<file path="src/hdl/gppc_pkg.sv">
// Package for the general port pin control block: register map, reset values, timing.
// Assumes a 32-bit AXI4-Lite register bus and a 50 MHz system clock.
package gppc_pkg;
  // ----------------------------------------------------------------
  // Register byte offsets
  // ----------------------------------------------------------------
  localparam logic [7:0] OFS_PIN_DATA = 8'h00;
  localparam logic [7:0] OFS_OUTPUT_ENABLE = 8'h04;
  localparam logic [7:0] OFS_FUNC_SEL1 = 8'h08;
  localparam logic [7:0] OFS_FUNC_SEL2 = 8'h0c;
  localparam logic [7:0] OFS_OPEN_DRAIN = 8'h10;
  localparam logic [7:0] OFS_PULLUP = 8'h14;
  localparam logic [7:0] OFS_PULLDOWN = 8'h18;
  localparam logic [7:0] OFS_INPUT_ENABLE = 8'h1c;
  localparam logic [7:0] OFS_STANDBY_CTRL = 8'h20;
  // ----------------------------------------------------------------
  // Fields and reset values
  // ----------------------------------------------------------------
  localparam int STBY_STOP_BIT = 0;
  localparam int STBY_DRIVE_BIT = 1;
  localparam logic [31:0] RST_ZERO = 32'h0000_0000;
  localparam logic [1:0] RESP_OKAY = 2'b00;
  localparam logic [1:0] RESP_SLVERR = 2'b10;
  // ----------------------------------------------------------------
  // Timing
  // ----------------------------------------------------------------
  localparam int CLK_PERIOD_PS = 20000;
  localparam int FILTER_WIDTH_NS = 30;
  localparam int FILTER_CYCLES = ((FILTER_WIDTH_NS * 1000 + CLK_PERIOD_PS - 1) / CLK_PERIOD_PS < 1) ? 1 :
    (FILTER_WIDTH_NS * 1000 + CLK_PERIOD_PS - 1) / CLK_PERIOD_PS;
  localparam int FILTER_CNT_W = 4;
endpackage

</file>
<file path="src/hdl/gppc_filter.sv">
// Per-pin input synchroniser and short-pulse noise filter.
// Assumes an asynchronous pin level; runs on the system clock.
`timescale 1ns/1ps
module gppc_filter #(
  parameter int CYCLES = gppc_pkg::FILTER_CYCLES
)
(
  // Clock and reset
  input wire logic clk_i,
  input wire logic rst_i,
  // Pin level and filtered result
  input wire logic pin_i,
  output logic level_o
);
  logic s1, s2, s3;
  logic [gppc_pkg::FILTER_CNT_W-1:0] cnt;

  // Three stages; a change counts once stages two and three agree
  always_ff @(posedge clk_i)
  begin
    if (rst_i)
    begin
      s1 <= 1'b0;
      s2 <= 1'b0;
      s3 <= 1'b0;
    end
    else
    begin
      s1 <= pin_i;
      s2 <= s1;
      s3 <= s2;
    end
  end

  // Level must stand past the filter width before it is passed on
  always_ff @(posedge clk_i)
  begin
    if (rst_i)
    begin
      cnt <= '0;
      level_o <= 1'b0;
    end
    else if (s2 != s3 || s3 == level_o)
      cnt <= '0;
    else if (cnt >= gppc_pkg::FILTER_CNT_W'(CYCLES))
    begin
      level_o <= s3;
      cnt <= '0;
    end
    else
      cnt <= cnt + 1'b1;
  end
endmodule

</file>
<file path="src/hdl/gppc_port.sv">
// General port pin control: one port of pins with AXI4-Lite registers.
// Notes on behaviour
// - Data register sets pin output value; reads return the pin levels, zero where the input is gated off.
// - Output-enable register drives pins; input enabling lives in its own register.
// - A function-select bit at one routes the peripheral; all zero means general pin.
// - Open-drain bit at one removes the high drive of the pin.
// - Pull-up register switches each pin's pull-up.
// - Pull-down register switches each pin's pull-down.
// - Input-enable register resets to all inputs disabled.
// - STOP with drive enable one keeps enables per their bits.
// - STOP with drive enable zero disables ordinary pins; exception pins unaffected.
// - In STOP, valid-gated outputs drive only while their data is valid.
// - General and non-exception function pins follow drive enable in STOP; here any EXCEPT_MASK pin is exempt, general or not.
// - Filtered pins reject pulses shorter than about the filter width.
// - After reset all pins are general with every enable off.
// - Outside STOP, interrupt input follows input enable regardless of function.
// Assumes an AXI4-Lite master that keeps one write and one read in flight.
//
// The register offsets and the AXI4-Lite slave port are this design's own decisions.
`timescale 1ns/1ps
module gppc_port #(
  parameter int WIDTH = 8,
  parameter logic [7:0] FILTER_MASK = 8'hff,
  parameter logic [7:0] EXCEPT_MASK = 8'h00,
  parameter logic [7:0] VALID_GATED_MASK = 8'h00
)
(
  // Clock and reset
  input wire logic SYS_CLK_I,
  input wire logic RST_I,
  // AXI4-Lite write
  input wire logic [7:0] AWADDR_I,
  input wire logic AWVALID_I,
  output logic AWREADY_O,
  input wire logic [31:0] WDATA_I,
  input wire logic [3:0] WSTRB_I,
  input wire logic WVALID_I,
  output logic WREADY_O,
  output logic [1:0] BRESP_O,
  output logic BVALID_O,
  input wire logic BREADY_I,
  // AXI4-Lite read
  input wire logic [7:0] ARADDR_I,
  input wire logic ARVALID_I,
  output logic ARREADY_O,
  output logic [31:0] RDATA_O,
  output logic [1:0] RRESP_O,
  output logic RVALID_O,
  input wire logic RREADY_I,
  // Pins
  input wire logic [WIDTH-1:0] PIN_I,
  output logic [WIDTH-1:0] PIN_O,
  output logic [WIDTH-1:0] PIN_OE_O,
  output logic [WIDTH-1:0] PULLUP_O,
  output logic [WIDTH-1:0] PULLDOWN_O,
  // Peripheral functions
  input wire logic [WIDTH-1:0] FUNC1_OUT_I,
  input wire logic [WIDTH-1:0] FUNC1_OE_I,
  input wire logic [WIDTH-1:0] FUNC2_OUT_I,
  input wire logic [WIDTH-1:0] FUNC2_OE_I,
  input wire logic [WIDTH-1:0] FUNC_VALID_I,
  output logic [WIDTH-1:0] FUNC_IN_O,
  output logic [WIDTH-1:0] EXT_INT_O
);
  logic [WIDTH-1:0] pin_data_reg, output_enable_reg, open_drain_reg;
  logic [WIDTH-1:0] pullup_enable_reg, pulldown_enable_reg, input_enable_reg;
  logic [WIDTH-1:0] function_select_reg1, function_select_reg2;
  logic [1:0] standby_control_reg;
  logic [WIDTH-1:0] pin_level, in_gate, out_gate, drv_val, drv_en;
  logic stop_mode, standby_drive_enable;
  logic aw_held, w_held;
  logic [7:0] aw_addr;
  logic [31:0] w_data;
  logic [3:0] w_strb;

  assign stop_mode = standby_control_reg[gppc_pkg::STBY_STOP_BIT];
  assign standby_drive_enable = standby_control_reg[gppc_pkg::STBY_DRIVE_BIT];

  // ----------------------------------------------------------------
  // Input conditioning per pin
  // ----------------------------------------------------------------
  for (genvar gi = 0; gi < WIDTH; gi++)
  begin : g_pin
    if (FILTER_MASK[gi])
    begin : g_filt
      gppc_filter u_filter (
        .clk_i(SYS_CLK_I),
        .rst_i(RST_I),
        .pin_i(PIN_I[gi]),
        .level_o(pin_level[gi])
      );
    end
    else
    begin : g_sync
      logic s1, s2, s3, lvl;
      always_ff @(posedge SYS_CLK_I)
      begin
        if (RST_I)
        begin
          s1 <= 1'b0;
          s2 <= 1'b0;
          s3 <= 1'b0;
          lvl <= 1'b0;
        end
        else
        begin
          s1 <= PIN_I[gi];
          s2 <= s1;
          s3 <= s2;
          lvl <= (s2 == s3) ? s3 : lvl;
        end
      end
      assign pin_level[gi] = lvl;
    end
  end

  // ----------------------------------------------------------------
  // STOP gating and pin drive
  // ----------------------------------------------------------------
  always_comb
  begin
    for (int i = 0; i < WIDTH; i++)
    begin
      in_gate[i] = input_enable_reg[i];
      out_gate[i] = 1'b1;
      if (stop_mode && !standby_drive_enable && !EXCEPT_MASK[i])
      begin
        in_gate[i] = 1'b0;
        out_gate[i] = 1'b0;
      end
      if (stop_mode && VALID_GATED_MASK[i])
        out_gate[i] = FUNC_VALID_I[i];
      if (function_select_reg1[i])
      begin
        drv_val[i] = FUNC1_OUT_I[i];
        drv_en[i] = FUNC1_OE_I[i] & output_enable_reg[i];
      end
      else if (function_select_reg2[i])
      begin
        drv_val[i] = FUNC2_OUT_I[i];
        drv_en[i] = FUNC2_OE_I[i] & output_enable_reg[i];
      end
      else
      begin
        drv_val[i] = pin_data_reg[i];
        drv_en[i] = output_enable_reg[i];
      end
    end
  end

  // Drive low whenever enabled, high only when not open-drain
  always_ff @(posedge SYS_CLK_I)
  begin
    if (RST_I)
    begin
      PIN_O <= '0;
      PIN_OE_O <= '0;
      PULLUP_O <= '0;
      PULLDOWN_O <= '0;
      FUNC_IN_O <= '0;
      EXT_INT_O <= '0;
    end
    else
    begin
      PIN_O <= drv_val;
      PIN_OE_O <= drv_en & out_gate & ~(open_drain_reg & drv_val);
      PULLUP_O <= pullup_enable_reg;
      PULLDOWN_O <= pulldown_enable_reg;
      FUNC_IN_O <= pin_level & in_gate;
      EXT_INT_O <= pin_level & in_gate;
    end
  end

  // ----------------------------------------------------------------
  // AXI4-Lite write channel
  // ----------------------------------------------------------------
  assign AWREADY_O = !aw_held && !BVALID_O;
  assign WREADY_O = !w_held && !BVALID_O;

  always_ff @(posedge SYS_CLK_I)
  begin
    if (RST_I)
    begin
      aw_held <= 1'b0;
      w_held <= 1'b0;
      aw_addr <= '0;
      w_data <= '0;
      w_strb <= '0;
    end
    else if (aw_held && w_held)
    begin
      aw_held <= 1'b0;
      w_held <= 1'b0;
    end
    else
    begin
      if (AWVALID_I && AWREADY_O)
      begin
        aw_held <= 1'b1;
        aw_addr <= AWADDR_I;
      end
      if (WVALID_I && WREADY_O)
      begin
        w_held <= 1'b1;
        w_data <= WDATA_I;
        w_strb <= WSTRB_I;
      end
    end
  end

  // Register store; all reset to general pins with enables off
  always_ff @(posedge SYS_CLK_I)
  begin
    if (RST_I)
    begin
      pin_data_reg <= '0;
      output_enable_reg <= '0;
      function_select_reg1 <= '0;
      function_select_reg2 <= '0;
      open_drain_reg <= '0;
      pullup_enable_reg <= '0;
      pulldown_enable_reg <= '0;
      input_enable_reg <= '0;
      standby_control_reg <= '0;
      BVALID_O <= 1'b0;
      BRESP_O <= gppc_pkg::RESP_OKAY;
    end
    else
    begin
      if (BVALID_O && BREADY_I)
        BVALID_O <= 1'b0;
      if (aw_held && w_held)
      begin
        BVALID_O <= 1'b1;
        BRESP_O <= gppc_pkg::RESP_OKAY;
        if (w_strb[0])
        begin
          case ({aw_addr[7:2], 2'b00})
            gppc_pkg::OFS_PIN_DATA: pin_data_reg <= w_data[WIDTH-1:0];
            gppc_pkg::OFS_OUTPUT_ENABLE: output_enable_reg <= w_data[WIDTH-1:0];
            gppc_pkg::OFS_FUNC_SEL1: function_select_reg1 <= w_data[WIDTH-1:0];
            gppc_pkg::OFS_FUNC_SEL2: function_select_reg2 <= w_data[WIDTH-1:0];
            gppc_pkg::OFS_OPEN_DRAIN: open_drain_reg <= w_data[WIDTH-1:0];
            gppc_pkg::OFS_PULLUP: pullup_enable_reg <= w_data[WIDTH-1:0];
            gppc_pkg::OFS_PULLDOWN: pulldown_enable_reg <= w_data[WIDTH-1:0];
            gppc_pkg::OFS_INPUT_ENABLE: input_enable_reg <= w_data[WIDTH-1:0];
            gppc_pkg::OFS_STANDBY_CTRL: standby_control_reg <= w_data[1:0];
            default: BRESP_O <= gppc_pkg::RESP_SLVERR;
          endcase
        end
      end
    end
  end

  // ----------------------------------------------------------------
  // AXI4-Lite read channel
  // ----------------------------------------------------------------
  assign ARREADY_O = !RVALID_O;

  always_ff @(posedge SYS_CLK_I)
  begin
    if (RST_I)
    begin
      RVALID_O <= 1'b0;
      RDATA_O <= gppc_pkg::RST_ZERO;
      RRESP_O <= gppc_pkg::RESP_OKAY;
    end
    else if (RVALID_O)
    begin
      if (RREADY_I)
        RVALID_O <= 1'b0;
    end
    else if (ARVALID_I)
    begin
      RVALID_O <= 1'b1;
      RRESP_O <= gppc_pkg::RESP_OKAY;
      RDATA_O <= gppc_pkg::RST_ZERO;
      case ({ARADDR_I[7:2], 2'b00})
        gppc_pkg::OFS_PIN_DATA: RDATA_O[WIDTH-1:0] <= pin_level & in_gate;
        gppc_pkg::OFS_OUTPUT_ENABLE: RDATA_O[WIDTH-1:0] <= output_enable_reg;
        gppc_pkg::OFS_FUNC_SEL1: RDATA_O[WIDTH-1:0] <= function_select_reg1;
        gppc_pkg::OFS_FUNC_SEL2: RDATA_O[WIDTH-1:0] <= function_select_reg2;
        gppc_pkg::OFS_OPEN_DRAIN: RDATA_O[WIDTH-1:0] <= open_drain_reg;
        gppc_pkg::OFS_PULLUP: RDATA_O[WIDTH-1:0] <= pullup_enable_reg;
        gppc_pkg::OFS_PULLDOWN: RDATA_O[WIDTH-1:0] <= pulldown_enable_reg;
        gppc_pkg::OFS_INPUT_ENABLE: RDATA_O[WIDTH-1:0] <= input_enable_reg;
        gppc_pkg::OFS_STANDBY_CTRL: RDATA_O[1:0] <= standby_control_reg;
        default: RRESP_O <= gppc_pkg::RESP_SLVERR;
      endcase
    end
  end
endmodule

</file>
<file path="config.mk">
export PLATFORM = sky130hd
export DESIGN_NAME = gppc_port
export DESIGN_NICKNAME = d
export VERILOG_FILES = /design/src/hdl/gppc_pkg.sv /design/src/hdl/gppc_filter.sv /design/src/hdl/gppc_port.sv
export SDC_FILE = /design/constraint.sdc
export NUM_CORES = 1
export LEC_CHECK = 0
export ABC_AREA = 1
export ABC_CLOCK_PERIOD_IN_PS = 1760
export BUFFER_PORTS_ARGS = -buffer_cell sky130_fd_sc_hd__buf_2
export CORE_MARGIN = 2
export CORE_UTILIZATION = 40
export DETAILED_ROUTE_END_ITERATION = 12
export PLACE_DENSITY = 0.64
export SLEW_MARGIN = 20
export SYNTH_ARGS = -nofsm -noshare
export SYNTH_HDL_FRONTEND = slang
export SYNTH_SLANG_ARGS = --single-unit
</file>
<file path="constraint.sdc">
create_clock -name SYS_CLK_I -period 1.76 [get_ports SYS_CLK_I]
set_input_delay 0.352 -clock SYS_CLK_I [delete_from_list [all_inputs] [get_ports SYS_CLK_I]]
set_output_delay 0.352 -clock SYS_CLK_I [all_outputs]
set_load 0.05 [all_outputs]
</file>
; ---- Yosys cells after proc, flatten, opt, wreduce, memory -nomap -nowiden
; Cells that the tools add are included.
[totals]
regBits = 203
input_bits = 107
output_inout_bits = 89
wordCells = 248
[op_classes]
addsub = 8
order_cmp = 8
eq_ne = 32
mux = 51
bitwise_logic = 31
reduce_logical = 54
[ops]
columns = operator, n
row1 = equality test 6 x 3 -> 1 bit (second input constant), 8
row2 = one-hot mux 6 bit (8 select lines), 1
row3 = two-way mux 1 bit, 46
row4 = adder 4 x 1 -> 4 bit (second input constant), 8
row5 = bitwise AND 8 bit, 4
row6 = greater-or-equal comparator 4 x 2 -> 1 bit (second input constant), 8
row7 = AND reduction 3 bit, 9
row8 = equality test 6 x 2 -> 1 bit (second input constant), 4
row9 = OR reduction 3 bit, 8
row10 = AND reduction 2 bit, 11
row11 = one-hot mux 2 bit (9 select lines), 1
row12 = OR reduction 9 bit, 2
row13 = bitwise AND 1 bit, 16
row14 = equality test 6 x 1 -> 1 bit (second input constant), 2
row15 = equality test 6 x 4 -> 1 bit (second input constant), 2
row16 = zero test 6 bit, 2
row17 = inverter 1 bit, 10
row18 = equality test 1 bit, 8
row19 = logical OR 1 bit, 8
row20 = inequality test 1 bit, 8
row21 = inverter 8 bit, 1
row22 = logical AND 1 bit, 7
row23 = two-way mux 2 bit, 3
row24 = zero test 1 bit, 5
row25 = other kinds (2), 2

; ---- Depth between registers and ports, before layout
[logic_depth]
ltp_word = 5
mapped_depth = 10

; ---- Cells and area by module
; Synthesis repeated with hierarchy kept, for this count alone.
[unflattened]
hier_cells = 1075
area_unflattened_um2 = 8338.0
[modules_own_cells]
columns = module, n_inst, cells_per_inst, area_per_inst_um2, seq_area_each_um2
row1 = gppc_port, 1, 763, 5725.5, 2702.6
row2 = gppc_filter, 8, 39, 326.6, 160.2

; ---- Worst setup path after synthesis
; Ideal clock, no wire load.
[synth_path]
kind = register to register
startpoint = reg BVALID_O
endpoint = reg w_data[0]
t_arrival_ns = 1.941
setup_slack_ns = -0.251
path_stages_with_launch = 5
n_path_buf = 1
synth_period_minus_slack_ns = 2.011
path_cell_list = dfxtp_1 -> nor2_1 -> nand2_1 -> clkbuf_1 -> a21oi_1
[synth_between]
elab_chain_len = 4
[synth_lines]
columns = item, line_no
row1 = "start, declared", gppc_port.sv:40  ; output logic BVALID_O,
row2 = "start signal, assigned", gppc_port.sv:225  ; BVALID_O <= 1'b0;
row3 = "start signal, assigned", gppc_port.sv:231  ; BVALID_O <= 1'b0;
row4 = "start signal, assigned", gppc_port.sv:234  ; BVALID_O <= 1'b1;
row5 = zero test 1 bit, gppc_port.sv:178  ; assign WREADY_O = !w_held && !BVALID_O;
row6 = logical AND 1 bit, gppc_port.sv:178
row7 = net WREADY_O, gppc_port.sv:38  ; output logic WREADY_O,
row8 = logical AND 1 bit, gppc_port.sv:202  ; if (WVALID_I && WREADY_O)
row9 = AND reduction 2 bit (no line), -
row10 = "end signal, assigned", gppc_port.sv:187  ; w_data <= '0;
row11 = "end signal, assigned", gppc_port.sv:205  ; w_data <= WDATA_I;
row12 = "end, declared", gppc_port.sv:73  ; logic [31:0] w_data;
; The timed path passes the listed nets, and every way through them passes these cells.
; A chain may end at the register's enable or synchronous reset.

; ---- Final worst setup path
[layout_path]
startpoint = reg w_held
endpoint = reg pin_data_reg[3]
[layout_between]
elab_chain_len = 2
[layout_lines]
columns = item, line_no
row1 = "start, declared", gppc_port.sv:71  ; logic aw_held, w_held;
row2 = "start signal, assigned", gppc_port.sv:185  ; w_held <= 1'b0;
row3 = "start signal, assigned", gppc_port.sv:193  ; w_held <= 1'b0;
row4 = "start signal, assigned", gppc_port.sv:204  ; w_held <= 1'b1;
row5 = logical AND 1 bit, gppc_port.sv:232  ; if (aw_held && w_held)
row6 = AND reduction 3 bit (no line), -
row7 = "end signal, assigned", gppc_port.sv:239  ; gppc_pkg::OFS_PIN_DATA: pin_data_reg <= w_data[WIDTH-1:0];
row8 = "end, declared", gppc_port.sv:65  ; logic [WIDTH-1:0] pin_data_reg, output_enable_reg, open_drain_reg;
; No other way between the ends.

==> impl_metrics.yaml <==
layout:
  final_cell_mix: "dfxtp_1 (198), nor2_1 (150), nand2_1 (143)"
  nets: 1282
  top_register: "g_pin.g_filt.u_filter.cnt"
  num_antenna_cells: 0
  largest_reg_flops: 32
  layout-drive-gt1-share_pct: 17.66
  area_delta_synth_final_pct: 18.00
  final_util_pct: 48.35
  layout_commonest_cell: "dfxtp_1"
grt:
  grt_util_all_layers_pct: 18.16
  grt-ovfl-total: 0
  grt_antenna_before_repair: 0
  grt_pass1_vias: 6127
  grt_pass1_wl_um: 30730
  grt_start_max_net_pins: 67
drt:
  ant_nets: 0
  wl_per_cell_um: 13.32
  drc_errors: 0
  vias_per_cell: 4.690
  num_vias: 6740
  drt_iter0_drc: 393
  routed_wl_um: 19140
  firstDrtPassIters: 5
clock_tree:
  path_clk_slew_ps: 80
  cts-root-buf: "clkbuf_16"
  clkLatencyLatePin_ps: 440
  cts_hold_buf: 0
  cts_buffer_depth: 2
  cts_num_sinks: 199
  numCtsBuffers: 17
  post_cts_buffers: 0
  cts_max_level: 4
  cts_tree: "yes"
floorplanning:
  pin_count: 196
  core_um2: 19590
  die-area_um2: 21220
  rows: 51
  die_w_um: 145.7
  die_h_um: 145.7
  initial_core_util_pct: 40.97
yosys:
  synthCells: 1024
  yosysUniqueCellTypes: 32
  syn_area_um2: 8026
  yosysWarnings: 0
  ys_seq_area_share_pct: 49.63
  ys_seq_elements: 199
  syn_area_per_cell_um2: 7.838
critical_path:
  worstSetupPathType: "register to register"
  cp.required_ps: 2110
  rr_worst_depth: 7
  cp-end-kind: "register"
  critPathArrivalTime_ps: 1890
  crit_fanout: 12
  start_kind: "register"
worst_hold_path:
  hold_class: "input port to register"
  min_path_cells: 3
sta:
  min_period_over_period_pct: 87.39
  setup_ws_ps: 222.0
  fin_tns_setup_ps: 0
  timing.final.hold_violations: 0
  fmax_ghz: 0.6502
  worst_pin_slew_ps: 556.1
  clock-skew-final_ps: 14.95
  period_minus_slack_ps: 1538
  relSlewSlack_pct: 62.84
  rsz0062_at_grt: "false"
  slew_viol_final: 0
  setup_violations: 0
placement:
  finalWeightedCongestion: 0.9282
  hpwl_um: 14200
  port_buffers: 130
  dpl_worst_slack_ps: 44.42
power:
  peakVddDrop_mv: 0.6932
  power_mw: 9.067
  power.density_nw_per_um2: 957.3
  leakage_nw: 4.192
run:
  cap_violations: 0
run_status:
  status: "finished, final reports clean"
## cells in the mapped netlist (all sizes together)
cell / n / area share, %
inv: 127 / 5.9
a21oi: 90 / 5.6
clkbuf: 20 / 0.94
o21a: 1 / 0.094
conb: 1 / 0.047
nor2: 166 / 9.1
nand3: 29 / 2.1
nor3: 15 / 1.1
o41ai: 1 / 0.11
buf: 44 / 4.1
nand2: 147 / 7.0
o2111ai: 8 / 0.87
nor4: 1 / 0.078
ha: 16 / 2.5
o21ai: 119 / 7.4
clkinv: 3 / 0.14
dfxtp: 199 / 50
a211oi: 8 / 0.87
o21bai: 1 / 0.094
xnor2: 8 / 0.87
nand4: 20 / 1.6
## stage by stage
step / instance area [um2] / hold WS [ps] / cells
3_3_place_gp: 8906 / 399.4 / 1405
2_1_floorplan: 8160 / 388.3 / 1057
3_5_place_dp: 8906 / 395.7 / 1405
6_report: 9472 / 123.8 / 1437
4_1_cts: 9469 / 105.8 / 1437
5_1_grt: 9472 / 115.3 / 1437
## cells by family after synthesis
logic type               synth area share [%]
AND/OR/NAND/NOR                         20.80
AO/OA/AOI/OAI                           15.07
buffers and inverters                   11.08
other                                 0.04672
flip-flops                              49.63
adder cells (fa/ha/maj)                 2.494
XOR/XNOR                               0.8730
## power breakdown
group | internal, mW | total (mW) | switching (mW)
clock network | 2.02 | 3.76 | 1.74
registers | 4.59 | 4.63 | 0.0481
logic | 0.166 | 0.672 | 0.506
## what timing repair did
action / in CTS / in global routing
endpoints found under the setup margin: 0 / 1
hold endpoints to repair: 0 / 0
resized for setup: 0 / 1
## final cells by class
type                    instances  area, um2
fillers                      1986      10120
flip-flops and latches        199       3985
multi-input cells             664       3284
repair buffers                147      815.8
inverters                     130      491.7
clock buffers                  21      450.4
well taps                     265      331.6
clock inverters                11      112.6
## layer usage
metal	global-route usage, %	vias up	routed length, um
li1	-	3507	-
met1	25.39	3020	9270
met2	28.15	192	8504
met3	3.730	21	1049
met4	5.931	0	318
met5	0	-	0
## path summary, 6_finish.rpt
check	startpoint	end	slack, ps
worst min-delay path	PIN_I[7]	g_pin[7].g_filt.u_filter.s1	120
worst max register to register	w_held	pin_data_reg[3]	220
worst min register to register	g_pin[1].g_filt.u_filter.s1	g_pin[1].g_filt.u_filter.s2	400
worst max-delay path	w_held	pin_data_reg[3]	220
## worst max-delay path, cell delays in order, from the launching register on
cell and delay, ps:
dfxtp_1 390, nand2_2 140, nor2_8 150, inv_2 70, nor3_4 320, buf_12 180, nor2_1 40, a211oi_1 170
(Power assumes the default switching activity.)
